## config.mk

```make
export PLATFORM = sky130hd
export DESIGN_NAME = fpec_ctrl
export DESIGN_NICKNAME = d
export VERILOG_FILES = /design/src/fpec_pkg.sv /design/src/fpec_ctrl.sv
export SDC_FILE = /design/constraint.sdc
export NUM_CORES = 1
export LEC_CHECK = 0
export ABC_AREA = 1
export ABC_CLOCK_PERIOD_IN_PS = 4000
export BUFFER_PORTS_ARGS = -buffer_cell sky130_fd_sc_hd__buf_2
export CAP_MARGIN = 20
export CORE_MARGIN = 2
export CORE_UTILIZATION = 59
export DETAILED_ROUTE_END_ITERATION = 6
export PLACE_DENSITY = 0.95
export SYNTH_ARGS = -nofsm -noshare
export SYNTH_HDL_FRONTEND = slang
export SYNTH_SLANG_ARGS = --single-unit
```

## constraint.sdc

```tcl
create_clock -name pclk -period 4 [get_ports pclk]
set_clock_uncertainty 0.2 [all_clocks]
set_input_delay 0.2 -clock pclk [delete_from_list [all_inputs] [get_ports pclk]]
set_output_delay 0.2 -clock pclk [all_outputs]
set_load 0.01 [all_outputs]
```

## src/fpec_pkg.sv

```systemverilog
// =============================================
// flash program/erase controller constants
// =============================================
package fpec_pkg;
   // apb register byte offsets
   localparam logic [7:0] FPEC_CMD_OFS   = 8'h00;
   localparam logic [7:0] FPEC_STAT_OFS  = 8'h04;
   localparam logic [7:0] FPEC_PAGE_OFS  = 8'h08;
   localparam logic [7:0] FPEC_SPROT_OFS = 8'h0c;
   localparam logic [7:0] FPEC_FRQH_OFS  = 8'h10;
   localparam logic [7:0] FPEC_FRQL_OFS  = 8'h14;
   localparam logic [7:0] FPEC_OPT_OFS   = 8'h18;
   // command codes
   localparam logic [7:0] FPEC_CMD_UNL1  = 8'h73;
   localparam logic [7:0] FPEC_CMD_UNL2  = 8'h8c;
   localparam logic [7:0] FPEC_CMD_PAGE  = 8'h95;
   localparam logic [7:0] FPEC_CMD_MASS  = 8'h63;
   localparam logic [7:0] FPEC_CMD_SPREN = 8'h5e;
   // option register fields
   localparam int FPEC_OPT_MASS_BIT = 0;
   localparam int FPEC_OPT_BYP_BIT  = 1;
   // status register fields
   localparam int FPEC_ST_BUSY_BIT  = 0;
   localparam int FPEC_ST_UNL_BIT   = 1;
   localparam int FPEC_ST_SPR_BIT   = 2;
   localparam int FPEC_ST_LVL_LSB   = 3;
   // reset values
   localparam logic [7:0] FPEC_FRQ_RST   = 8'h00;
   localparam logic [7:0] FPEC_SPROT_RST = 8'h00;
   // erase durations in milliseconds
   localparam logic [15:0] FPEC_PAGE_ERASE_MS = 16'd10;
   localparam logic [15:0] FPEC_MASS_ERASE_MS = 16'd200;
   // information area window
   localparam logic [15:0] FPEC_INFO_BASE = 16'hfe00;
   localparam logic [15:0] FPEC_INFO_LIVE = 16'hfe7f;
   // protection levels
   localparam logic [1:0] FPEC_LVL_NONE  = 2'd0;
   localparam logic [1:0] FPEC_LVL_WRITE = 2'd1;
   localparam logic [1:0] FPEC_LVL_FULL  = 2'd2;
   // sequencer states
   typedef enum logic [2:0] {
      st_locked, st_unl1, st_unlocked, st_page_erase, st_mass_erase
   } fpec_state_t;
endpackage
```

## src/fpec_ctrl.sv

```systemverilog
// Decided for this implementation: the APB interface to the registers and the placing of the registers.
`timescale 1ns/100ps
// Operation
// RQ1 - frequency high and low bytes form one 16-bit kHz value timing every operation
// RQ2 - software loads the frequency value with the clock rate in hertz over 1000
// RQ3 - software sets both frequency bytes before asking for program or erase
// RQ4 - software never programs or erases below 32768 Hz or above 20 MHz
// RQ5 - page erase clears exactly one 512-byte page to ff
// RQ6 - page select names the target; erase runs only outside protected sectors (the code lets the debugger erase protected sectors too)
// RQ7 - unlocked with page set, command 95 starts the page erase
// RQ8 - processor is stalled during erase, clock and peripherals keep running
// RQ9 - debugger polls status until page erase completes
// RQ10 - controller relocks itself when a page or mass erase completes
// RQ11 - mass erase only through the debugger, sets all flash to ff
// RQ12 - unlocked with mass erase enabled, command 63 starts the mass erase
// RQ13 - debugger polls status to learn mass erase completion
// RQ14 - read-protect option stops user code reaching the debugger
// RQ15 - read and write protect options pick one of three levels
// RQ16 - options, locking, redundant page select and sector protect guard writes
// RQ17 - information area sits at fe00 to ffff, only partly live
// RQ18 - bypass routes flash array controls straight from the pins
// RQ19 - unlock needs 73 then 8c as consecutive command writes
// RQ20 - erase command acts only as third write right after unlock pair
// RQ21 - command 5e opens access to the sector protect register
// RQ22 - stray or unknown command writes relock without starting anything
// RQ23 - erase time counts clocks scaled by the frequency value; busy until done
module fpec_ctrl #(
   parameter int              PAGE_W        = 4,
   parameter int              SECT_W        = 3,
   parameter logic [15:0]     PAGE_ERASE_MS = fpec_pkg::FPEC_PAGE_ERASE_MS,
   parameter logic [15:0]     MASS_ERASE_MS = fpec_pkg::FPEC_MASS_ERASE_MS
) (
   // clock and reset
   input  wire logic              pclk,
   input  wire logic              presetn,
   // apb slave
   input  wire logic              psel,
   input  wire logic              penable,
   input  wire logic              pwrite,
   input  wire logic [7:0]        paddr,
   input  wire logic [31:0]       pwdata,
   output logic [31:0]            prdata,
   output logic                   pready,
   output logic                   pslverr,
   // option bits and debugger
   input  wire logic              opt_read_protect,
   input  wire logic              opt_write_protect,
   input  wire logic              dbg_mode,
   output logic                   dbg_read_block,
   output logic [1:0]             prot_level,
   // processor side
   input  wire logic [15:0]       mem_addr,
   output logic                   info_sel,
   output logic                   cpu_stall,
   // bypass pins
   input  wire logic              byp_erase,
   input  wire logic              byp_prog,
   input  wire logic [PAGE_W-1:0] byp_page,
   // flash array
   output logic                   fl_page_erase,
   output logic                   fl_mass_erase,
   output logic                   fl_prog,
   output logic [PAGE_W-1:0]      fl_page
);
   import fpec_pkg::*;

   // ==========================================
   // state
   // ==========================================
   fpec_state_t         st_ff, nxt_st;
   logic [7:0]          frqh_ff, frql_ff;
   logic [7:0]          sprot_ff;
   logic [PAGE_W-1:0]   page_ff;
   logic                page_vld_ff;
   logic                spr_acc_ff;
   logic                mass_en_ff;
   logic                byp_ff;
   logic [15:0]         pre_cnt_ff;
   logic [15:0]         ms_cnt_ff;
   logic [31:0]         prdata_ff;
   logic                pready_ff, pslverr_ff;
   logic                stall_ff, rd_block_ff, info_ff;
   logic [1:0]          lvl_ff;
   logic                fl_pe_ff, fl_me_ff, fl_pg_ff;
   logic [PAGE_W-1:0]   fl_page_ff;

   // sector that holds a page
   function automatic logic [SECT_W-1:0] sector_of(input logic [PAGE_W-1:0] pg);
      sector_of = pg[PAGE_W-1 -: SECT_W];
   endfunction

   // ==========================================
   // apb decode
   // ==========================================
   wire         wr_en    = psel && penable && pwrite && pready_ff;
   wire         rd_setup = psel && !penable;
   wire [7:0]   wdat     = pwdata[7:0];
   wire         hit_cmd  = paddr == FPEC_CMD_OFS;
   wire         hit_stat = paddr == FPEC_STAT_OFS;
   wire         hit_page = paddr == FPEC_PAGE_OFS;
   wire         hit_spr  = paddr == FPEC_SPROT_OFS;
   wire         hit_frqh = paddr == FPEC_FRQH_OFS;
   wire         hit_frql = paddr == FPEC_FRQL_OFS;
   wire         hit_opt  = paddr == FPEC_OPT_OFS;
   wire         mapped   = hit_cmd | hit_stat | hit_page | hit_spr | hit_frqh | hit_frql | hit_opt;
   wire         busy     = (st_ff == st_page_erase) || (st_ff == st_mass_erase);
   // commands are ignored while an erase runs; the processor is stalled anyway
   wire         cmd_wr   = wr_en && hit_cmd && !busy;

   // ==========================================
   // protection and start checks
   // ==========================================
   wire [15:0]  frq_khz  = {frqh_ff, frql_ff}; // see RQ1
   // a zero frequency still ticks once per cycle rather than hanging
   wire [15:0]  frq_m1   = (frq_khz == 16'h0000) ? 16'h0000 : frq_khz - 16'h0001;
   wire         sect_hit = sprot_ff[sector_of(page_ff)];
   // debugger ignores write protect and sector protect
   wire         page_ok  = page_vld_ff && (dbg_mode || (!sect_hit && !opt_write_protect)); // see RQ6 see RQ16
   wire         mass_ok  = dbg_mode && mass_en_ff; // see RQ11
   wire         go_page  = cmd_wr && st_ff == st_unlocked && wdat == FPEC_CMD_PAGE && page_ok; // see RQ7 see RQ20
   wire         go_mass  = cmd_wr && st_ff == st_unlocked && wdat == FPEC_CMD_MASS && mass_ok; // see RQ12 see RQ20
   wire [1:0]   nxt_lvl  = opt_read_protect ? FPEC_LVL_FULL :
                           opt_write_protect ? FPEC_LVL_WRITE : FPEC_LVL_NONE; // see RQ15

   // ==========================================
   // erase timer
   // ==========================================
   wire         ms_tick  = pre_cnt_ff == frq_m1; // see RQ23
   wire [15:0]  len_ms   = (st_ff == st_mass_erase) ? MASS_ERASE_MS : PAGE_ERASE_MS;
   wire         erase_end = busy && ms_tick && (ms_cnt_ff == len_ms - 16'h0001);

   // ==========================================
   // sequencer next state
   // ==========================================
   always_comb begin
      nxt_st = st_ff;
      case (st_ff)
         st_locked: begin
            if (cmd_wr && wdat == FPEC_CMD_UNL1) begin
               nxt_st = st_unl1; // see RQ19
            end
         end
         st_unl1: begin
            if (cmd_wr) begin
               nxt_st = (wdat == FPEC_CMD_UNL2) ? st_unlocked : st_locked; // see RQ19 see RQ22
            end
         end
         st_unlocked: begin
            if (go_page) begin
               nxt_st = st_page_erase;
            end else if (go_mass) begin
               nxt_st = st_mass_erase;
            end else if (cmd_wr) begin
               nxt_st = st_locked; // see RQ22
            end
         end
         st_page_erase, st_mass_erase: begin
            if (erase_end) begin
               nxt_st = st_locked; // see RQ10
            end
         end
         default: nxt_st = st_locked;
      endcase
   end

   // ==========================================
   // read mux
   // ==========================================
   wire [31:0] stat_w = {27'h0, lvl_ff, spr_acc_ff, st_ff == st_unlocked, busy}; // see RQ9 see RQ13
   wire [31:0] nxt_prdata =
      hit_stat ? stat_w :
      hit_page ? {{(32-PAGE_W){1'b0}}, page_ff} :
      hit_spr  ? {24'h0, sprot_ff} :
      hit_frqh ? {24'h0, frqh_ff} :
      hit_frql ? {24'h0, frql_ff} :
      hit_opt  ? {30'h0, byp_ff, mass_en_ff} : 32'h0;

   // ==========================================
   // bus slave: no wait states, answer from flops
   // ==========================================
   always_ff @(posedge pclk or negedge presetn) begin
      if (!presetn) begin
         pready_ff  <= 1'b0;
         pslverr_ff <= 1'b0;
         prdata_ff  <= 32'h0;
      end else begin
         pready_ff  <= rd_setup;
         pslverr_ff <= rd_setup && !mapped;
         prdata_ff  <= rd_setup ? nxt_prdata : 32'h0;
      end
   end

   // ==========================================
   // software registers
   // ==========================================
   always_ff @(posedge pclk or negedge presetn) begin
      if (!presetn) begin
         frqh_ff <= FPEC_FRQ_RST;
         frql_ff <= FPEC_FRQ_RST;
         byp_ff  <= 1'b0;
      end else begin
         if (wr_en && hit_frqh) begin
            frqh_ff <= wdat;
         end
         if (wr_en && hit_frql) begin
            frql_ff <= wdat;
         end
         if (wr_en && hit_opt) begin
            byp_ff <= wdat[FPEC_OPT_BYP_BIT];
         end
      end
   end

   // ==========================================
   // page select, sector protect, mass enable
   // ==========================================
   // page valid is a second, redundant arming step that each page erase consumes
   always_ff @(posedge pclk or negedge presetn) begin
      if (!presetn) begin
         page_ff     <= '0;
         page_vld_ff <= 1'b0;
         sprot_ff    <= FPEC_SPROT_RST;
         spr_acc_ff  <= 1'b0;
         mass_en_ff  <= 1'b0;
      end else begin
         if (wr_en && hit_page && !busy) begin
            page_ff     <= wdat[PAGE_W-1:0];
            page_vld_ff <= 1'b1; // see RQ16
         end else if (go_page) begin
            page_vld_ff <= 1'b0;
         end
         // sector protect bits only set; a write opens one access
         if (wr_en && hit_spr && spr_acc_ff) begin
            sprot_ff   <= sprot_ff | wdat;
            spr_acc_ff <= 1'b0;
         end else if (cmd_wr) begin
            spr_acc_ff <= (st_ff == st_locked) && wdat == FPEC_CMD_SPREN; // see RQ21
         end
         if (wr_en && hit_opt && dbg_mode) begin
            mass_en_ff <= wdat[FPEC_OPT_MASS_BIT]; // see RQ11
         end else if (erase_end) begin
            mass_en_ff <= 1'b0;
         end
      end
   end

   // ==========================================
   // sequencer and erase timer
   // ==========================================
   always_ff @(posedge pclk or negedge presetn) begin
      if (!presetn) begin
         st_ff      <= st_locked;
         pre_cnt_ff <= 16'h0;
         ms_cnt_ff  <= 16'h0;
      end else begin
         st_ff <= nxt_st;
         if (!busy || ms_tick) begin
            pre_cnt_ff <= 16'h0;
         end else begin
            pre_cnt_ff <= pre_cnt_ff + 16'h0001; // see RQ23
         end
         if (!busy) begin
            ms_cnt_ff <= 16'h0;
         end else if (ms_tick) begin
            ms_cnt_ff <= ms_cnt_ff + 16'h0001;
         end
      end
   end

   // ==========================================
   // outputs to cpu, debugger and flash array
   // ==========================================
   // bypass hands the array straight to the pins, one flop of delay
   wire info_hit = mem_addr >= FPEC_INFO_BASE && mem_addr <= FPEC_INFO_LIVE; // see RQ17
   wire nxt_pe   = byp_ff ? byp_erase : (nxt_st == st_page_erase); // see RQ5 see RQ18
   wire nxt_me   = !byp_ff && (nxt_st == st_mass_erase);
   wire [PAGE_W-1:0] nxt_fpage = byp_ff ? byp_page : page_ff;

   always_ff @(posedge pclk or negedge presetn) begin
      if (!presetn) begin
         stall_ff    <= 1'b0;
         rd_block_ff <= 1'b0;
         lvl_ff      <= FPEC_LVL_NONE;
         info_ff     <= 1'b0;
         fl_pe_ff    <= 1'b0;
         fl_me_ff    <= 1'b0;
         fl_pg_ff    <= 1'b0;
         fl_page_ff  <= '0;
      end else begin
         stall_ff    <= nxt_st == st_page_erase || nxt_st == st_mass_erase; // see RQ8
         rd_block_ff <= opt_read_protect; // see RQ14
         lvl_ff      <= nxt_lvl;
         info_ff     <= info_hit;
         fl_pe_ff    <= nxt_pe;
         fl_me_ff    <= nxt_me; // see RQ11
         fl_pg_ff    <= byp_ff && byp_prog; // see RQ18
         fl_page_ff  <= nxt_fpage;
      end
   end

   assign prdata         = prdata_ff;
   assign pready         = pready_ff;
   assign pslverr        = pslverr_ff;
   assign cpu_stall      = stall_ff;
   assign dbg_read_block = rd_block_ff;
   assign prot_level     = lvl_ff;
   assign info_sel       = info_ff;
   assign fl_page_erase  = fl_pe_ff;
   assign fl_mass_erase  = fl_me_ff;
   assign fl_prog        = fl_pg_ff;
   assign fl_page        = fl_page_ff;

   // ==========================================
   // checks
   // ==========================================
   // bus writes are never on adjacent cycles, so the pair is judged from the half-unlocked state
   a_unlock_pair: assert property (@(posedge pclk) disable iff (!presetn) // see RQ19
      (cmd_wr && st_ff == st_unl1 && wdat == FPEC_CMD_UNL2) |=> st_ff == st_unlocked)
      else $error("unlock pair did not unlock");

   a_stray_relock: assert property (@(posedge pclk) disable iff (!presetn) // see RQ22
      (cmd_wr && st_ff == st_unl1 && wdat != FPEC_CMD_UNL2) |=> st_ff == st_locked && !busy)
      else $error("stray command did not relock");

   a_page_start: assert property (@(posedge pclk) disable iff (!presetn) // see RQ7
      go_page && !byp_ff |=> st_ff == st_page_erase && fl_page_erase && fl_page == $past(page_ff))
      else $error("page erase did not start");

   a_sect_guard: assert property (@(posedge pclk) disable iff (!presetn) // see RQ6
      (cmd_wr && st_ff == st_unlocked && sect_hit && !dbg_mode) |=> st_ff != st_page_erase)
      else $error("protected sector erased");

   a_stall_erase: assert property (@(posedge pclk) disable iff (!presetn) // see RQ8
      busy |-> cpu_stall)
      else $error("cpu not stalled during erase");

   a_end_relock: assert property (@(posedge pclk) disable iff (!presetn) // see RQ10
      erase_end |=> st_ff == st_locked ##1 !cpu_stall)
      else $error("no relock after erase");

   a_mass_debug: assert property (@(posedge pclk) disable iff (!presetn) // see RQ11
      $rose(st_ff == st_mass_erase) |-> $past(dbg_mode) && $past(mass_en_ff))
      else $error("mass erase without debugger");

   a_read_block: assert property (@(posedge pclk) disable iff (!presetn) // see RQ14
      opt_read_protect ##1 opt_read_protect |-> dbg_read_block && prot_level == FPEC_LVL_FULL)
      else $error("debugger read not blocked");

   a_tick_gap: assert property (@(posedge pclk) disable iff (!presetn) // see RQ23
      (busy && ms_tick && frq_khz > 16'd2 && $stable(frq_khz)) |=> !ms_tick ##1 !ms_tick)
      else $error("erase tick spacing wrong");
endmodule // fpec_ctrl

```

==> reports/results.txt <==
The area of the die came out at 9830 µm². Worst setup path category: register to register. After routing the design area is 5960 µm². Synthesis produced 728 cells. The area growth from synthesis to layout is 11.6%. Number of I/O pins: 116. The logs give 2.90 nW for the leakage dissipation and 3 for the CTS H-tree depth. The logs give 0 for the initial antenna violation count and 29.3% for the overall global routing resource usage. Most instantiated library cell after synthesis: sky130_fd_sc_hd__nand2_1. Horizontal die dimension: 99.2 µm. In the final layout, the multi-input gates occupy 2570 µm². The net switching power was 0.000564 W; the number of global-route vias before repair was 5052. For the first-pass GRT wire length, the log shows 23200 µm.

The worst register-to-register path begins at frql_ff[0]$_DFFE_PN0P_. Count of cell types in the netlist: 36. The CTS clock-pin slew for the worst setup and hold paths is 0.10 ns, and the share of the synthesized area in the top cell type is 41.2%. The detail route stage leaves a number of antenna-violating nets equal to 0. The number of hold buffers added after CTS is 15. The commonest cells after synthesis are 187 x sky130_fd_sc_hd__nand2_1, 98 x sky130_fd_sc_hd__inv_1, 88 x sky130_fd_sc_hd__dfrtp_1. The tools report the clock share of power as 33.5%. The final layout contains routed wiring with a total length of 14000 µm.

The repair_antennas step left the layout with diodes totalling 0. The data required time of the worst path was 4.05 ns; the hold violation total from the final report was 0. For the initial standard-cell utilization of the core, the log shows 61.0%. In this run, the combinational gates consume 15.1% of the power. The count of vias placed by the detailed router was 5346; the power density of the placed cells was 300 nW/µm². The tools report the termination of the worst setup path as ms_cnt_ff[2]$_DFFE_PN0N_. After detailed routing, the number of remaining DRC violations is 0. The number of max-slew violations in the final report came out at 0. After clock tree synthesis, the repair step resized 0 gates.

The tools report the worst slew slack as a fraction of its limit as 63.2%. Summed over all failing endpoints, the final setup total negative slack is 0 ns. The tools report the standard cell core area as 8760 µm². A synthesized cell averages 7.34 µm². The run gives 0.964 ns as the worst setup margin. Entering global routing, the biggest net connects 89 pins. The post-synthesis async set-or-reset flop share is 100%. Reg-to-reg endpoint: ms_cnt_ff[2]$_DFFE_PN0N_. The sequential cell area was 2200 µm²; the fraction of final layout cells sized beyond drive strength 1 was 12.2%. After synthesis the netlist holds a flip-flop and latch count of 88.

Measured along the y axis, the die boundary spans 99.2 µm. Detailed placement finished with a half-perimeter wire length of 9440 µm. Prior to clock tree synthesis, the placed netlist has a worst setup slack of 0.982 ns. The proportion of synthesized chip area in sequential cells came out at 41.2%. Counting cells, the worst reg-to-reg path comes to 15. The tools report the clock tree root buffer cell as sky130_fd_sc_hd__clkbuf_8. The tools report the number of fill cells as 632. Net switching is 31.5% of the power.

The synthesized netlist occupies a cell area of 5340 µm². Setup repair after global routing left no endpoint under its margin. The logs give 0.96 ns for the reg2reg setup slack and 9 for the number of buffers created by CTS. After detailed routing, the number of vias per cell comes to 5.86. The mean routed wirelength per cell was 15.3 µm; the site row count was 34.

For the final estimated routing congestion in global placement, the log shows 0.988. The setup violation total in the final timing report came out at 0. TritonCTS built the clock tree. For this run, the detailed router's first-pass iteration total came to 6. The number of setup buffers added after CTS was 0. The clock net in this run drives a total of 88 sinks. The maximum root-to-sink buffer count is 2, and the number of design-rule violations left by the first detailed-router iteration is 546.

In this run the cell area measured after placement is 5600 µm². Among all flip-flop cells after synthesis, the most frequent one is sky130_fd_sc_hd__dfrtp_1. Data arrives at the worst endpoint at 3.08 ns. The part of the cycle the worst path needs is 75.9%, and the net count of the finished layout is 874. Cell internal power was estimated by the tool at 0.00122 W. The aggregate global routing overflow was 0. Launching element of the worst setup path: frql_ff[0]$_DFFE_PN0P_. Across the VDD grid, the largest voltage drop is 273 µV.

The run finished with clean final reports. The critical-path maximum fanout works out to 31. sky130_fd_sc_hd__dfrtp_1 takes more of the synthesized area than any other cell. By area the synthesized netlist is led by sky130_fd_sc_hd__dfrtp_1 41%, sky130_fd_sc_hd__nand2_1 13%, sky130_fd_sc_hd__inv_1 6.9%, sky130_fd_sc_hd__nor2_1 5.3%, sky130_fd_sc_hd__nand3_1 4.5%. Per report_power, the sequential group accounts for 51.4% of the total. The count of buffers added on input and output ports is 60. The count of synthesis-stage warnings from yosys was 0. Max-cap violations in this run came to 0. The sort of element at the end of the critical path is a register.

The number of enable flip-flop cells after synthesis works out to 0. The worst setup path is launched from a register. At the pin with the least slew margin, the transition time is 0.546 ns.

Counting I/O delays and the setup requirement, the final critical path takes 3.04 ns. The tightest min-delay check is of the input pin to async pin type. At the later pin of the worst-skew pair, clock insertion delay measures 0.37 ns. Static timing analysis puts the maximum clock frequency at 0.329 GHz.
-- worst min-delay path by stage --
stage | endpoint | slack [ns] | depth (start not counted)
6_report | pre_cnt_ff[11]$_DFF_PN0_ | 0.007 | 2
5_1_grt | pre_cnt_ff[11]$_DFF_PN0_ | 0.02 | 2
4_1_cts | frql_ff[7]$_DFFE_PN0P_ | 0.01 | 3
3_5_place_dp | prot_level[1]$_DFF_PN0_ | 0.13 | 1
3_3_place_gp | prot_level[1]$_DFF_PN0_ | 0.13 | 1
2_1_floorplan | byp_ff$_DFFE_PN0P_ | -0.30 | 0
-- routing by layer --
| metal | global-route usage [%] | vias up | share of wire [%] |
|---|---|---|---|
| li1 | - | 2474 | - |
| met4 | 13.9 | 0 | 4.2 |
| met1 | 36.2 | 2450 | 39 |
| met2 | 49.5 | 352 | 48 |
| met5 | 0 | - | 0 |
| met3 | 5.83 | 70 | 8.5 |
-- sequential cells by signal, indices dropped and copies added (netlist names), 3 cells and up --
name,cells
ms_cnt_ff,16
pre_cnt_ff,16
frqh_ff,8
frql_ff,8
prdata,8
sprot_ff,8
fl_page,4
page_ff,4
st_ff,3
-- area by class of cell --
type,count,area share (%)
inverters,100,6.29
clock inverters,7,1.01
well taps,108,2.27
repair buffers,78,8.31
clock buffers,9,2.08
multi-input cells,523,43.1
flip-flops and latches,88,36.9
-- stage by stage --
step                total power [W]  hold WS [ns]  util (%)  std cells
floorplan                   0.00112        -0.296         -        751
global placement            0.00117         0.127      63.9        881
detailed placement          0.00118         0.134      63.9        881
CTS                         0.00178        0.0106      67.7        912
global route                0.00187        0.0177      68.1        913
finish                      0.00179       0.00713      68.1        913
-- critical path, cell delays in order (launching register included) --
cell and delay, ns:
sky130_fd_sc_hd__dfrtp_1 0.39, sky130_fd_sc_hd__inv_1 0.19, sky130_fd_sc_hd__ha_1 0.18, sky130_fd_sc_hd__nand2_1 0.07, sky130_fd_sc_hd__nor2_1 0.13, sky130_fd_sc_hd__nand2_2 0.30, sky130_fd_sc_hd__nand4_1 0.21, sky130_fd_sc_hd__nand2_1 0.07
sky130_fd_sc_hd__nor2_1 0.11, sky130_fd_sc_hd__nand2_1 0.08, sky130_fd_sc_hd__nor2_2 0.18, sky130_fd_sc_hd__nand2_4 0.13, sky130_fd_sc_hd__nand2_4 0.32, sky130_fd_sc_hd__inv_2 0.19, sky130_fd_sc_hd__nand2_1 0.10, sky130_fd_sc_hd__o31ai_1 0.07
-- power groups by stage --
stage / Sequential, W / Clock (W) / Combinational [W]
floorplan: 0.000937 / 0 / 0.000179
global placement: 0.000935 / 0 / 0.000236
detailed placement: 0.000936 / 0 / 0.000243
CTS: 0.000919 / 0.000602 / 0.000255
global route: 0.000922 / 0.000643 / 0.000300
finish: 0.000920 / 0.000599 / 0.000270
-- cell usage in the layout, fill, tap and decap left out, types with 2 or more instances in the layout --
master	netlist	final
sky130_fd_sc_hd__nand2_1	187	187
sky130_fd_sc_hd__inv_1	98	98
sky130_fd_sc_hd__dfrtp_1	88	88
sky130_fd_sc_hd__nor2_1	75	75
sky130_fd_sc_hd__buf_2	0	59
sky130_fd_sc_hd__nand3_1	48	48
sky130_fd_sc_hd__o21ai_0	43	43
sky130_fd_sc_hd__nand4_1	30	30
sky130_fd_sc_hd__conb_1	1	24
sky130_fd_sc_hd__nor3_1	18	18
sky130_fd_sc_hd__dlygate4sd3_1	0	15
sky130_fd_sc_hd__xor2_1	12	12
sky130_fd_sc_hd__nor4_1	11	10
sky130_fd_sc_hd__clkbuf_8	0	9
sky130_fd_sc_hd__o31ai_1	8	8
sky130_fd_sc_hd__o21ai_1	8	8
sky130_fd_sc_hd__a21oi_1	7	7
sky130_fd_sc_hd__nor2_2	6	6
sky130_fd_sc_hd__a221oi_1	6	6
sky130_fd_sc_hd__o21bai_1	5	5
sky130_fd_sc_hd__a211oi_1	5	5
sky130_fd_sc_hd__o211ai_1	4	4
sky130_fd_sc_hd__ha_1	4	4
sky130_fd_sc_hd__nor2_4	3	3
sky130_fd_sc_hd__nand2_2	3	3
sky130_fd_sc_hd__xnor2_1	3	3
sky130_fd_sc_hd__nor3b_2	3	3
sky130_fd_sc_hd__inv_6	0	3
sky130_fd_sc_hd__clkinvlp_4	0	3
sky130_fd_sc_hd__buf_4	28	3
sky130_fd_sc_hd__nand2_4	2	2
sky130_fd_sc_hd__a32oi_1	2	2
sky130_fd_sc_hd__o2111ai_1	2	2
-- logic make-up (layout without fill, tap and decap cells) --
logic type	Yosys count	after routing	synth area share (%)
buffers and inverters	140	194	12.4
flip-flops	88	88	41.2
other	1	24	0.0702
AO/OA/AOI/OAI	93	93	10.6
adder cells (fa/ha/maj)	4	4	0.937
XOR/XNOR	15	15	2.46
AND/OR/NAND/NOR	387	387	32.3
Note: power is estimated with default switching activity, not from simulation.
